File: src/hdl/adcs_map.vh
`ifndef ADCS_MAP_VH
`define ADCS_MAP_VH

// ==========================================================================
// register offsets (3-bit word address)
// ==========================================================================
`define ADCS_OFF_CTRL      3'h0
`define ADCS_OFF_CLKSEL    3'h1
`define ADCS_OFF_RES_LO    3'h2
`define ADCS_OFF_RES_HI    3'h3
`define ADCS_OFF_IRQ_STAT  3'h4
`define ADCS_OFF_IRQ_MASK  3'h5

// ==========================================================================
// conv_control_reg fields
// ==========================================================================
`define ADCS_CTRL_START    7
`define ADCS_CTRL_PEND     6
`define ADCS_CTRL_PIN_HI   5
`define ADCS_CTRL_PIN_LO   3
`define ADCS_CTRL_CH_HI    2
`define ADCS_CTRL_CH_LO    0

// ==========================================================================
// conv_clock_select_reg and irq register fields
// ==========================================================================
`define ADCS_CLK_SEL_HI    1
`define ADCS_CLK_SEL_LO    0
`define ADCS_IRQ_DONE      0
`define ADCS_MASK_GIE      7
`define ADCS_RES_LO_D0     7

// ==========================================================================
// reset values
// ==========================================================================
`define ADCS_RST_PIN_SEL   3'h0
`define ADCS_RST_CHAN      3'h0
`define ADCS_RST_CLK_SEL   2'h0
`define ADCS_RST_PEND      1'b1
`define ADCS_RST_RES       8'h00

// ==========================================================================
// divider terminal counts and conversion lengths
// ==========================================================================
`define ADCS_DIV2_TERM     5'h01
`define ADCS_DIV8_TERM     5'h07
`define ADCS_DIV32_TERM    5'h1F
`define ADCS_CLKSEL_DIV2   2'h0
`define ADCS_CLKSEL_DIV8   2'h1
`define ADCS_CLKSEL_DIV32  2'h2
`define ADCS_LEN_8BIT      7'd64
`define ADCS_LEN_9BIT      7'd76

`endif

File: src/hdl/adcs_clk_div.v
`include "adcs_map.vh"

// converter clock divider: one tick per converter clock period
module adcs_clk_div (
  // clock and reset
  input  wire       clk_i,
  input  wire       rst_n_i,
  // control
  input  wire [1:0] sel_i,
  input  wire       clr_i,
  // converter clock
  output wire       tick_o,
  output wire       conv_clk_o
);

  reg  [4:0] cnt_q;
  reg  [4:0] cnt_d;
  reg        clk_q;
  reg        clk_d;
  reg  [4:0] term;

  // ========================================================================
  // ratio decode
  // ========================================================================
  always @* begin
    case (sel_i)
      `ADCS_CLKSEL_DIV2:  term = `ADCS_DIV2_TERM;
      `ADCS_CLKSEL_DIV8:  term = `ADCS_DIV8_TERM;
      `ADCS_CLKSEL_DIV32: term = `ADCS_DIV32_TERM;
      // undefined code runs at the slowest ratio
      default:            term = `ADCS_DIV32_TERM;
    endcase
  end

  assign tick_o = (cnt_q == term) && !clr_i;

  always @* begin
    cnt_d = cnt_q + 5'h01;
    clk_d = clk_q;
    if (clr_i) begin
      cnt_d = 5'h00;
      clk_d = 1'b0;
    end else if (cnt_q == term) begin
      cnt_d = 5'h00;
      clk_d = 1'b0;
    end else if (cnt_q == (term >> 1)) begin
      clk_d = 1'b1;
    end
  end

  always @(posedge clk_i or negedge rst_n_i) begin
    if (!rst_n_i) begin
      cnt_q <= 5'h00;
      clk_q <= 1'b0;
    end else begin
      cnt_q <= cnt_d;
      clk_q <= clk_d;
    end
  end

  assign conv_clk_o = clk_q;

endmodule // adcs_clk_div

File: src/hdl/adcs_sequencer.v
`include "adcs_map.vh"

// Functional notes
// - without that pulse the pending flag keeps a stale, meaningless value
// - the start pulse leaves the pending flag reliably high
// - pending flag falls at completion; result registers then hold the value
// - completion interrupt needs both enables and a stack that is not full
// - converter clock is system clock divided by 2, 8 or 32
// - a conversion lasts 64 converter clocks, or 76 for nine bits
// - conversion runs on its own; seen only via flag and interrupt
// - zero pin selection: no analog pins, converter powered off
// - writing 01h to clock select gives system clock divided by eight
// - converter setup comes from registers, except resolution, which parameter RES9 fixes
// - start held high keeps the converter in reset, flag at one
// - pin selection of 100b or more makes all four pins analog
// - nine-bit result: high register bits 8..1, low register bit 7 bit 0
module adcs_sequencer #(
  parameter RES9 = 1
) (
  // clock and reset
  input  wire       clk_i,
  input  wire       rst_n_i,
  // register port
  input  wire [2:0] addr_i,
  input  wire [7:0] wdata_i,
  input  wire       we_i,
  input  wire       re_i,
  output wire [7:0] rdata_o,
  // converter core
  input  wire [8:0] conv_data_i,
  output wire [2:0] channel_o,
  output wire       conv_power_o,
  output wire       conv_reset_o,
  output wire       conv_run_o,
  output wire       conv_clk_o,
  // shared pins
  output wire [3:0] analog_pin_en_o,
  // interrupt
  input  wire       stack_full_i,
  output wire       irq_o
);

  // ========================================================================
  // states
  // ========================================================================
  localparam [2:0] ST_IDLE  = 3'b001;
  localparam [2:0] ST_ARMED = 3'b010;
  localparam [2:0] ST_CONV  = 3'b100;

  localparam [6:0] CONV_LEN = (RES9 != 0) ? `ADCS_LEN_9BIT : `ADCS_LEN_8BIT;

  // ========================================================================
  // register address match
  // ========================================================================
  function adcs_hit;
    input [2:0] addr;
    input [2:0] off;
    begin
      adcs_hit = (addr == off);
    end
  endfunction

  // ========================================================================
  // pin selection decode
  // ========================================================================
  function [3:0] adcs_pin_map;
    input [2:0] sel;
    begin
      case (sel)
        3'h0:    adcs_pin_map = 4'h0;
        3'h1:    adcs_pin_map = 4'h1;
        3'h2:    adcs_pin_map = 4'h3;
        3'h3:    adcs_pin_map = 4'h7;
        default: adcs_pin_map = 4'hF;
      endcase
    end
  endfunction

  // ========================================================================
  // declarations
  // ========================================================================
  reg        start_q;
  reg        start_d;
  reg  [2:0] pin_sel_q;
  reg  [2:0] pin_sel_d;
  reg  [2:0] chan_q;
  reg  [2:0] chan_d;
  reg  [1:0] div_sel_q;
  reg  [1:0] div_sel_d;
  reg        pend_q;
  reg        pend_d;
  reg  [7:0] res_lo_q;
  reg  [7:0] res_lo_d;
  reg  [7:0] res_hi_q;
  reg  [7:0] res_hi_d;
  reg        irq_flag_q;
  reg        irq_flag_d;
  reg        irq_en_q;
  reg        irq_en_d;
  reg        gie_q;
  reg        gie_d;
  reg  [2:0] state_q;
  reg  [2:0] state_d;
  reg  [6:0] cnt_q;
  reg  [6:0] cnt_d;
  reg  [3:0] pin_en_q;
  reg  [7:0] rdata_q;
  reg  [7:0] rdata_d;
  reg        done;

  wire       wr_ctrl;
  wire       wr_clk;
  wire       wr_stat;
  wire       wr_mask;
  wire       powered;
  wire       tick;

  // ========================================================================
  // write decode
  // ========================================================================
  assign wr_ctrl = we_i && adcs_hit(addr_i, `ADCS_OFF_CTRL);
  assign wr_clk  = we_i && adcs_hit(addr_i, `ADCS_OFF_CLKSEL);
  assign wr_stat = we_i && adcs_hit(addr_i, `ADCS_OFF_IRQ_STAT);
  assign wr_mask = we_i && adcs_hit(addr_i, `ADCS_OFF_IRQ_MASK);

  // setup is register driven; only resolution is strapped by RES9
  always @* begin
    start_d   = start_q;
    pin_sel_d = pin_sel_q;
    chan_d    = chan_q;
    div_sel_d = div_sel_q;
    irq_en_d  = irq_en_q;
    gie_d     = gie_q;
    if (wr_ctrl) begin
      // channel and pins taken in one write
      start_d   = wdata_i[`ADCS_CTRL_START];
      pin_sel_d = wdata_i[`ADCS_CTRL_PIN_HI:`ADCS_CTRL_PIN_LO];
      chan_d    = wdata_i[`ADCS_CTRL_CH_HI:`ADCS_CTRL_CH_LO];
    end
    if (wr_clk) begin
      div_sel_d = wdata_i[`ADCS_CLK_SEL_HI:`ADCS_CLK_SEL_LO];
    end
    if (wr_mask) begin
      irq_en_d = wdata_i[`ADCS_IRQ_DONE];
      gie_d    = wdata_i[`ADCS_MASK_GIE];
    end
  end

  // ========================================================================
  // converter clock
  // ========================================================================
  adcs_clk_div u_clk_div (
    .clk_i      (clk_i),
    .rst_n_i    (rst_n_i),
    .sel_i      (div_sel_q),
    .clr_i      (state_q != ST_CONV),
    .tick_o     (tick),
    .conv_clk_o (conv_clk_o)
  );

  // ========================================================================
  // sequencer
  // ========================================================================
  assign powered = |adcs_pin_map(pin_sel_q);

  always @* begin
    state_d = state_q;
    cnt_d   = cnt_q;
    done    = 1'b0;
    case (state_q)
      ST_IDLE: begin
        cnt_d = 7'd0;
        if (start_q) begin
          state_d = ST_ARMED;
        end
      end
      ST_ARMED: begin
        // converter held in reset while start stays high
        cnt_d = 7'd0;
        if (!start_q) begin
          state_d = ST_CONV;
        end
      end
      ST_CONV: begin
        if (start_q) begin
          state_d = ST_ARMED;
          cnt_d   = 7'd0;
        end else if (tick) begin
          if (cnt_q == CONV_LEN - 7'd1) begin
            state_d = ST_IDLE;
            cnt_d   = 7'd0;
            done    = 1'b1;
          end else begin
            cnt_d = cnt_q + 7'd1;
          end
        end
      end
      default: begin
        state_d = ST_IDLE;
        cnt_d   = 7'd0;
      end
    endcase
    // no pins selected: converter off, a start pulse is needed to recover
    if (!powered && !start_q) begin
      state_d = ST_IDLE;
      cnt_d   = 7'd0;
      done    = 1'b0;
    end
  end

  // ========================================================================
  // pending flag, results, interrupt flag
  // ========================================================================
  always @* begin
    pend_d     = pend_q;
    res_lo_d   = res_lo_q;
    res_hi_d   = res_hi_q;
    irq_flag_d = irq_flag_q;
    // selection change without a pulse leaves the flag untouched
    if (start_q) begin
      pend_d = 1'b1;
    end else if (done) begin
      pend_d = 1'b0;
    end
    if (done) begin
      if (RES9 != 0) begin
        res_hi_d = conv_data_i[8:1];
        res_lo_d = {conv_data_i[0], 7'h00};
      end else begin
        res_hi_d = 8'h00;
        res_lo_d = conv_data_i[7:0];
      end
    end
    // completion set beats a one-written clear in the same cycle
    if (wr_stat && wdata_i[`ADCS_IRQ_DONE]) begin
      irq_flag_d = 1'b0;
    end
    if (done) begin
      irq_flag_d = 1'b1;
    end
  end

  // ========================================================================
  // read port
  // ========================================================================
  always @* begin
    rdata_d = 8'h00;
    if (re_i) begin
      case (addr_i)
        `ADCS_OFF_CTRL:     rdata_d = {start_q, pend_q, pin_sel_q, chan_q};
        `ADCS_OFF_CLKSEL:   rdata_d = {6'h00, div_sel_q};
        `ADCS_OFF_RES_LO:   rdata_d = res_lo_q;
        `ADCS_OFF_RES_HI:   rdata_d = res_hi_q;
        `ADCS_OFF_IRQ_STAT: rdata_d = {7'h00, irq_flag_q};
        `ADCS_OFF_IRQ_MASK: rdata_d = {gie_q, 6'h00, irq_en_q};
        default:            rdata_d = 8'h00;
      endcase
    end
  end

  // ========================================================================
  // control registers
  // ========================================================================
  always @(posedge clk_i or negedge rst_n_i) begin
    if (!rst_n_i) begin
      start_q    <= 1'b0;
      pin_sel_q  <= `ADCS_RST_PIN_SEL;
      chan_q     <= `ADCS_RST_CHAN;
      pin_en_q   <= 4'h0;
    end else begin
      start_q    <= start_d;
      pin_sel_q  <= pin_sel_d;
      chan_q     <= chan_d;
      pin_en_q   <= adcs_pin_map(pin_sel_d);
    end
  end

  // ========================================================================
  // clock select and interrupt enables
  // ========================================================================
  always @(posedge clk_i or negedge rst_n_i) begin
    if (!rst_n_i) begin
      div_sel_q  <= `ADCS_RST_CLK_SEL;
      irq_en_q   <= 1'b0;
      gie_q      <= 1'b0;
    end else begin
      div_sel_q  <= div_sel_d;
      irq_en_q   <= irq_en_d;
      gie_q      <= gie_d;
    end
  end

  // ========================================================================
  // sequencer state
  // ========================================================================
  always @(posedge clk_i or negedge rst_n_i) begin
    if (!rst_n_i) begin
      state_q    <= ST_IDLE;
      cnt_q      <= 7'd0;
    end else begin
      state_q    <= state_d;
      cnt_q      <= cnt_d;
    end
  end

  // ========================================================================
  // flags, results and read data
  // ========================================================================
  always @(posedge clk_i or negedge rst_n_i) begin
    if (!rst_n_i) begin
      pend_q     <= `ADCS_RST_PEND;
      res_lo_q   <= `ADCS_RST_RES;
      res_hi_q   <= `ADCS_RST_RES;
      irq_flag_q <= 1'b0;
      rdata_q    <= 8'h00;
    end else begin
      pend_q     <= pend_d;
      res_lo_q   <= res_lo_d;
      res_hi_q   <= res_hi_d;
      irq_flag_q <= irq_flag_d;
      rdata_q    <= rdata_d;
    end
  end

  // ========================================================================
  // outputs
  // ========================================================================
  assign rdata_o         = rdata_q;
  assign channel_o       = chan_q;
  assign conv_power_o    = powered;
  assign conv_reset_o    = (state_q != ST_CONV);
  assign conv_run_o      = (state_q == ST_CONV);
  assign analog_pin_en_o = pin_en_q;
  assign irq_o           = irq_flag_q && irq_en_q && gie_q && !stack_full_i;

endmodule // adcs_sequencer

File: config.mk
export PLATFORM = sky130hd
export DESIGN_NAME = adcs_sequencer
export DESIGN_NICKNAME = d
export VERILOG_FILES = /design/src/hdl/adcs_clk_div.v /design/src/hdl/adcs_sequencer.v
export VERILOG_INCLUDE_DIRS = /design/src /design/src/hdl
export SDC_FILE = /design/constraint.sdc
export NUM_CORES = 1
export LEC_CHECK = 0
export BUFFER_PORTS_ARGS = -buffer_cell sky130_fd_sc_hd__buf_2
export CORE_MARGIN = 2
export CORE_UTILIZATION = 50
export CTS_CLUSTER_DIAMETER = 30
export DETAILED_ROUTE_END_ITERATION = 8
export HOLD_SLACK_MARGIN = 0.06
export PLACE_DENSITY = 0.75
export SETUP_SLACK_MARGIN = 0.2
export SLEW_MARGIN = 20
export SYNTH_ARGS = -nofsm -noshare
export SYNTH_HDL_FRONTEND = slang
export SYNTH_SLANG_ARGS = --single-unit
export TNS_END_PERCENT = 30
File: constraint.sdc
create_clock -name clk_i -period 5.7 [get_ports clk_i]
set_input_delay 0.285 -clock clk_i [delete_from_list [all_inputs] [get_ports clk_i]]
set_output_delay 0.285 -clock clk_i [all_outputs]
set_load 0.02 [all_outputs]
==> impl_metrics.py, run 1 <==
metrics = {
    "power_and_ir_drop": {
        "p_leak_nw": 1.22,
        "p_per_area_nw_per_um2": 306,
        "vdd_drop_max_mv": 0.217,
    },
    "drt": {
        "wl_um": 4570,
        "drtIter0Drc": 65,
        "drc": 0,
        "vias_per_cell": 5.70,
        "first_pass_iters": 4,
        "wl_per_cell_um": 15.2,
        "ant_nets": 0,
        "vias": 1709,
    },
    "cells_and_area": {
        "nNetsFinal": 274,
        "drive_above_1_share": 0.347,
        "seq_area_um2": 1250,
        "final_core_util": 0.606,
        "fillCellCount": 372,
        "antennaDiodeCount": 0,
        "area_growth_pct": 15.0,
        "multi_input_area_um2": 1030,
    },
    "synth": {
        "ys_ff_latch": 50,
        "synth.cell_area_um2": 2340,
        "synth_cell_types": 48,
        "synth-seq-area-share": 0.535,
        "synth_top_cells_by_count": "dfrtp_1 (48), mux2_2 (23), nor2_1 (15), nand3_1 (10)",
        "synthTopCellsByArea": "dfrtp_1 (51%), mux2_2 (11%), nor2_1 (2.4%)",
        "yosysTopAreaCell": "dfrtp_1",
        "synth_fp_nets": 232,
        "synth_top_area_frac": 0.513,
        "ys.flop_type": "dfrtp_1",
        "synth_most_common_cell": "dfrtp_1",
        "syn_area_per_cell_um2": 11.4,
        "synthCells": 205,
        "async_flop_share": 1.00,
        "synth_edf_count": 0,
        "yosysWarnings": 0,
    },
    "placed_design": {
        "place_hpwl_um": 3170,
        "gp_congestion": 0.758,
        "io_buffers": 43,
    },
    "clock_tree": {
        "cts_tree": "yes",
        "numCtsBuffers": 5,
        "cts_hold_buffers": 0,
        "cts_sinks": 50,
        "cts_resized": 0,
        "clk_pin_slew_ns": 0.10,
        "insertion_delay_ns": 0.31,
        "cts_max_level": 2,
        "root_buffer": "clkbuf_8",
        "clockBufferDepth": 2,
        "post_cts.repair.setup_buffers": 0,
    },
    "floorplan": {
        "die_w_um": 72.5,
        "io_pins": 45,
        "initial_core_util": 0.527,
        "dieArea_um2": 5250,
        "coreArea_um2": 4440,
        "die_height_um": 72.5,
        "rows": 24,
    },
    "worst_setup_path": {
        "crit_required_ns": 5.90,
        "rrSetupSlack_ns": 3.26,
        "start_kind": "flip-flop",
        "path_class": "reg -> reg",
        "cp_max_fo": 11,
        "crit_start": "state_q[1]",
        "timing.rr.start": "state_q[1]",
        "cp.arrival_ns": 2.64,
        "crit_path_end_kind": "flip-flop",
    },
    "status": {
        "status": "finished clean",
    },
    "sta": {
        "hold_ws_ns": 0.0630,
        "hold_violations": 0,
        "finalSetupTns_ns": 0,
        "rsz0062_at_grt": "no",
        "slew_headroom": 0.557,
        "period_share": 0.428,
        "fin_skew_ns": 0.00802,
        "setup_viol": 0,
        "worst_pin_slew_ns": 0.665,
        "finalMaxSlewViolations": 0,
        "fmax_mhz": 410,
        "min_period_ns": 2.44,
    },
    "grt": {
        "grt_max_degree": 51,
        "antenna_found_initial": 0,
        "gr-total-overflow": 0,
        "grt_use_total": 0.192,
        "grt_pass1_vias": 1691,
        "grt_pass1_wl_um": 7800,
    },
    "min_path": {
        "min_path_type": "in -> async",
    },
    "run": {
        "cap_viol_max_count": 0,
    },
}
-- registers in the layout, indices dropped and copies added, names as in the netlist, 2 cells and up --
| signal | count |
|---|---|
| u_clk_div.cnt_q | 5 |
| pin_sel_q | 3 |
| res_hi_q | 8 |
| rdata_o | 8 |
| analog_pin_en_o | 4 |
| channel_o | 3 |
| div_sel_q | 2 |
| state_q | 3 |
| cnt_q | 7 |
-- layout make-up --
type                            instances  share of cell area
Multi-Input combinational cell        141               0.383
Clock buffer                            5              0.0255
Clock inverter                          3              0.0107
Timing Repair Buffer                   45              0.0854
Inverter                                4             0.00557
Sequential cell                        50               0.465
Tap cell                               52              0.0241
-- metal layers --
layer  vias up  global-route usage  part of all wire
li1        829                   -                 -
met1       826               0.251              0.47
met2        46               0.312              0.46
met3         8              0.0486             0.051
met4         0              0.0658             0.015
met5         -                   0                 0
-- cell usage in the layout (no fill, tap or decap), types with 2 or more instances in the layout --
master / synthesis / layout
dfrtp_1: 48 / 48
buf_2: 1 / 43
mux2_2: 23 / 23
nor2_1: 15 / 15
nand3_1: 10 / 10
nand2_1: 9 / 9
a21oi_1: 9 / 9
nor3_1: 7 / 7
a22oi_1: 5 / 5
clkbuf_8: 0 / 5
mux2i_1: 4 / 4
o21a_1: 4 / 4
o21ai_0: 4 / 4
and2_1: 3 / 3
nor3b_1: 3 / 3
xnor2_1: 3 / 3
xor2_1: 3 / 3
inv_1: 3 / 3
and3_1: 3 / 3
a211oi_1: 3 / 3
a32oi_1: 2 / 2
a21o_1: 2 / 2
nand2b_1: 2 / 2
nand4_1: 2 / 2
or4_1: 2 / 2
a31oi_1: 2 / 2
or3_1: 2 / 2
ha_1: 2 / 2
dfstp_2: 2 / 2
buf_4: 0 / 2
-- report_power, final --
group	switching [mW]	internal, mW	total, mW
Combinational	0.0889	0.0764	0.165
Clock	0.132	0.0920	0.224
Sequential	0.0393	0.397	0.436
Total	0.260	0.565	0.825
-- cell families after synthesis --
| kind of cell | count (synthesis) | share of synthesized area |
|---|---|---|
| simple gates | 70 | 0.172 |
| buf+inv | 14 | 0.0267 |
| fa+ha+maj | 2 | 0.0107 |
| flops | 50 | 0.535 |
| compound gates | 36 | 0.105 |
| xor+xnor | 6 | 0.0224 |
| mux | 27 | 0.128 |
-- path summary, 6_finish.rpt --
check,to,cells after the start
min reg2reg,res_hi_q[7],1
min in group clk_i,res_hi_q[5],2
max,res_hi_q[7],5
max reg2reg,res_hi_q[7],5
min,cnt_q[6],2
max in group asynchronous,div_sel_q[0],2
-- per-stage QoR --
| stage | cells | setup WS [ns] | instance area [um^2] | power, mW |
|---|---|---|---|---|
| floorplan | 205 | 3.58 | 2340 | 0.555 |
| global placement | 292 | 3.33 | 2600 | 0.605 |
| detailed placement | 292 | 3.25 | 2600 | 0.610 |
| CTS | 300 | 3.23 | 2700 | 0.836 |
| global route | 300 | 3.09 | 2700 | 0.869 |
| finish | 300 | 3.26 | 2700 | 0.825 |
-- critical path: stages (launching register included) --
cell and delay [ns]:
dfrtp_1 0.45, nor3b_2 0.31, inv_2 0.14, nor3_2 0.37, nand4_1 0.58, mux2_2 0.47
(Power assumes the default switching activity.)
==> inputs of run 2 (changes only) <==
- CORE_UTILIZATION: 50 -> 49
- PLACE_DENSITY: 0.75 -> 0.77
- clock period: 5.7 -> 2.2 ns (I/O delays scaled with it)
==> impl_metrics.py, run 2 (same netlist as run 1, synthesis figures left out) <==
metrics = {
    "status": {
        "status": "finished clean",
    },
    "drt": {
        "wl_um": 5000,
        "ant_nets": 0,
        "vias_per_cell": 5.65,
        "drc": 0,
        "vias": 1825,
        "wl_per_cell_um": 15.5,
        "first_pass_iters": 4,
        "drtIter0Drc": 151,
    },
    "floorplan": {
        "rows": 25,
        "dieArea_um2": 5350,
        "io_pins": 45,
        "die_height_um": 73.2,
        "coreArea_um2": 4660,
        "initial_core_util": 0.503,
        "die_w_um": 73.2,
    },
    "cells_and_area": {
        "seq_area_um2": 1250,
        "area_growth_pct": 25.1,
        "nNetsFinal": 295,
        "drive_above_1_share": 0.346,
        "antennaDiodeCount": 0,
        "fillCellCount": 341,
        "final_common_cell": "dfrtp_1",
        "final_core_util": 0.629,
        "multi_input_area_um2": 1050,
        "final_cell_mix": "dfrtp_1 (47), buf_2 (43), mux2_2 (23)",
    },
    "worst_setup_path": {
        "path_class": "reg -> reg",
        "slowest_stage": "or4_4",
        "cp.arrival_ns": 2.15,
        "crit_path_end_kind": "flip-flop",
        "critical_path.cell_chain": "or4_4 > nand3_1 > nand4_1 > buf_4 > mux2_2",
        "cp_max_fo": 11,
        "crit_required_ns": 2.40,
        "start_kind": "flip-flop",
        "crit_path_max_incr_delay_ns": 0.55,
    },
    "power_and_ir_drop": {
        "p_per_area_nw_per_um2": 773,
        "p_leak_nw": 1.32,
        "vdd_drop_max_mv": 0.483,
    },
    "placed_design": {
        "gp_congestion": 0.788,
        "io_buffers": 43,
        "place_hpwl_um": 3220,
    },
    "sta": {
        "period_share": 0.886,
        "setup_viol": 0,
        "fmax_mhz": 513,
        "min_period_ns": 1.95,
        "hold_violations": 0,
        "slew_headroom": 0.590,
        "fin_skew_ns": 0.00297,
        "rsz0062_at_grt": "no",
        "finalSetupTns_ns": 0,
        "finalMaxSlewViolations": 0,
        "worst_pin_slew_ns": 0.615,
    },
    "grt": {
        "antenna_found_initial": 0,
        "grt_use_total": 0.204,
        "gr-total-overflow": 0,
        "grt_pass1_wl_um": 8390,
        "grt_pass1_vias": 1825,
        "grt_max_degree": 51,
    },
    "clock_tree": {
        "clockBufferDepth": 2,
        "cts_tree": "yes",
        "cts_sinks": 50,
        "clk_pin_slew_ns": 0.09,
        "insertion_delay_ns": 0.30,
        "cts_max_level": 2,
        "numCtsBuffers": 5,
        "root_buffer": "clkbuf_8",
    },
    "min_path": {
        "min_path_type": "in -> reg",
    },
    "run": {
        "cap_viol_max_count": 0,
    },
}
run 2: cell count changes in the layout (fill, tap and decap cells not counted), sizes merged:
cell,change
clkinv,-1
bufinv,+1
buf,+5
inv,-2
dlygate4sd3,+16
clkinvlp,+2
run 2: final cells by class:
| type | count | area share |
|---|---|---|
| Timing Repair Buffer | 66 | 0.146 |
| Tap cell | 54 | 0.0230 |
| Clock inverter | 3 | 0.0154 |
| Clock buffer | 5 | 0.0235 |
| Inverter | 4 | 0.00512 |
| Multi-Input combinational cell | 141 | 0.359 |
| Sequential cell | 50 | 0.428 |
run 2: final timing paths:
kind	from	end	slack, ns	cells after the start
max reg2reg	u_clk_div.cnt_q[1]	res_hi_q[5]	0.25	5
max in group asynchronous	rst_n_i	div_sel_q[0]	1.34	3
max	u_clk_div.cnt_q[1]	res_hi_q[5]	0.25	5
min in group asynchronous	rst_n_i	start_q	0.43	3
min	wdata_i[0]	div_sel_q[0]	0.09	2
min reg2reg	res_lo_q[7]	res_lo_q[7]	0.51	1
run 2: power by group:
group | internal [mW] | switching (mW) | total (mW)
clock | 0.339 | 0.322 | 0.661
combinational | 0.225 | 0.240 | 0.464
sequential | 1.03 | 0.114 | 1.14
total | 1.59 | 0.677 | 2.27
run 2: repair_timing:
item,CTS,global route
gates resized for setup,0,2
setup buffers,0,2
hold buffers,16,0
setup endpoints to repair,0,12
hold endpoints to repair,66,0
run 2: routing by layer:
layer / share of wire / routed length, um / track usage / vias up
li1: - / - / - / 873
met1: 0.46 / 2300 / 0.259 / 897
met2: 0.48 / 2420 / 0.342 / 48
met3: 0.047 / 233 / 0.0566 / 7
met4: 0.0096 / 48 / 0.0535 / 0
met5: 0 / 0 / 0 / -
run 2: critical path, delay by kind of cell, from the launching register on:
family        cells  cell delay (ns)
simple gates      3             0.90
flops             1             0.43
mux               1             0.29
buf+inv           1             0.22
run 2: stage by stage:
| step | hold slack (ns) | setup slack (ns) | power (mW) | instance area (um^2) | cells |
|---|---|---|---|---|---|
| floorplan | -0.186 | 0.211 | 1.45 | 2360 | 205 |
| global placement | 0.253 | 0.325 | 1.58 | 2640 | 297 |
| detailed placement | 0.255 | 0.262 | 1.60 | 2640 | 297 |
| CTS | 0.0726 | 0.246 | 2.27 | 2910 | 321 |
| global route | 0.0901 | 0.200 | 2.37 | 2930 | 323 |
| finish | 0.0935 | 0.252 | 2.27 | 2930 | 323 |
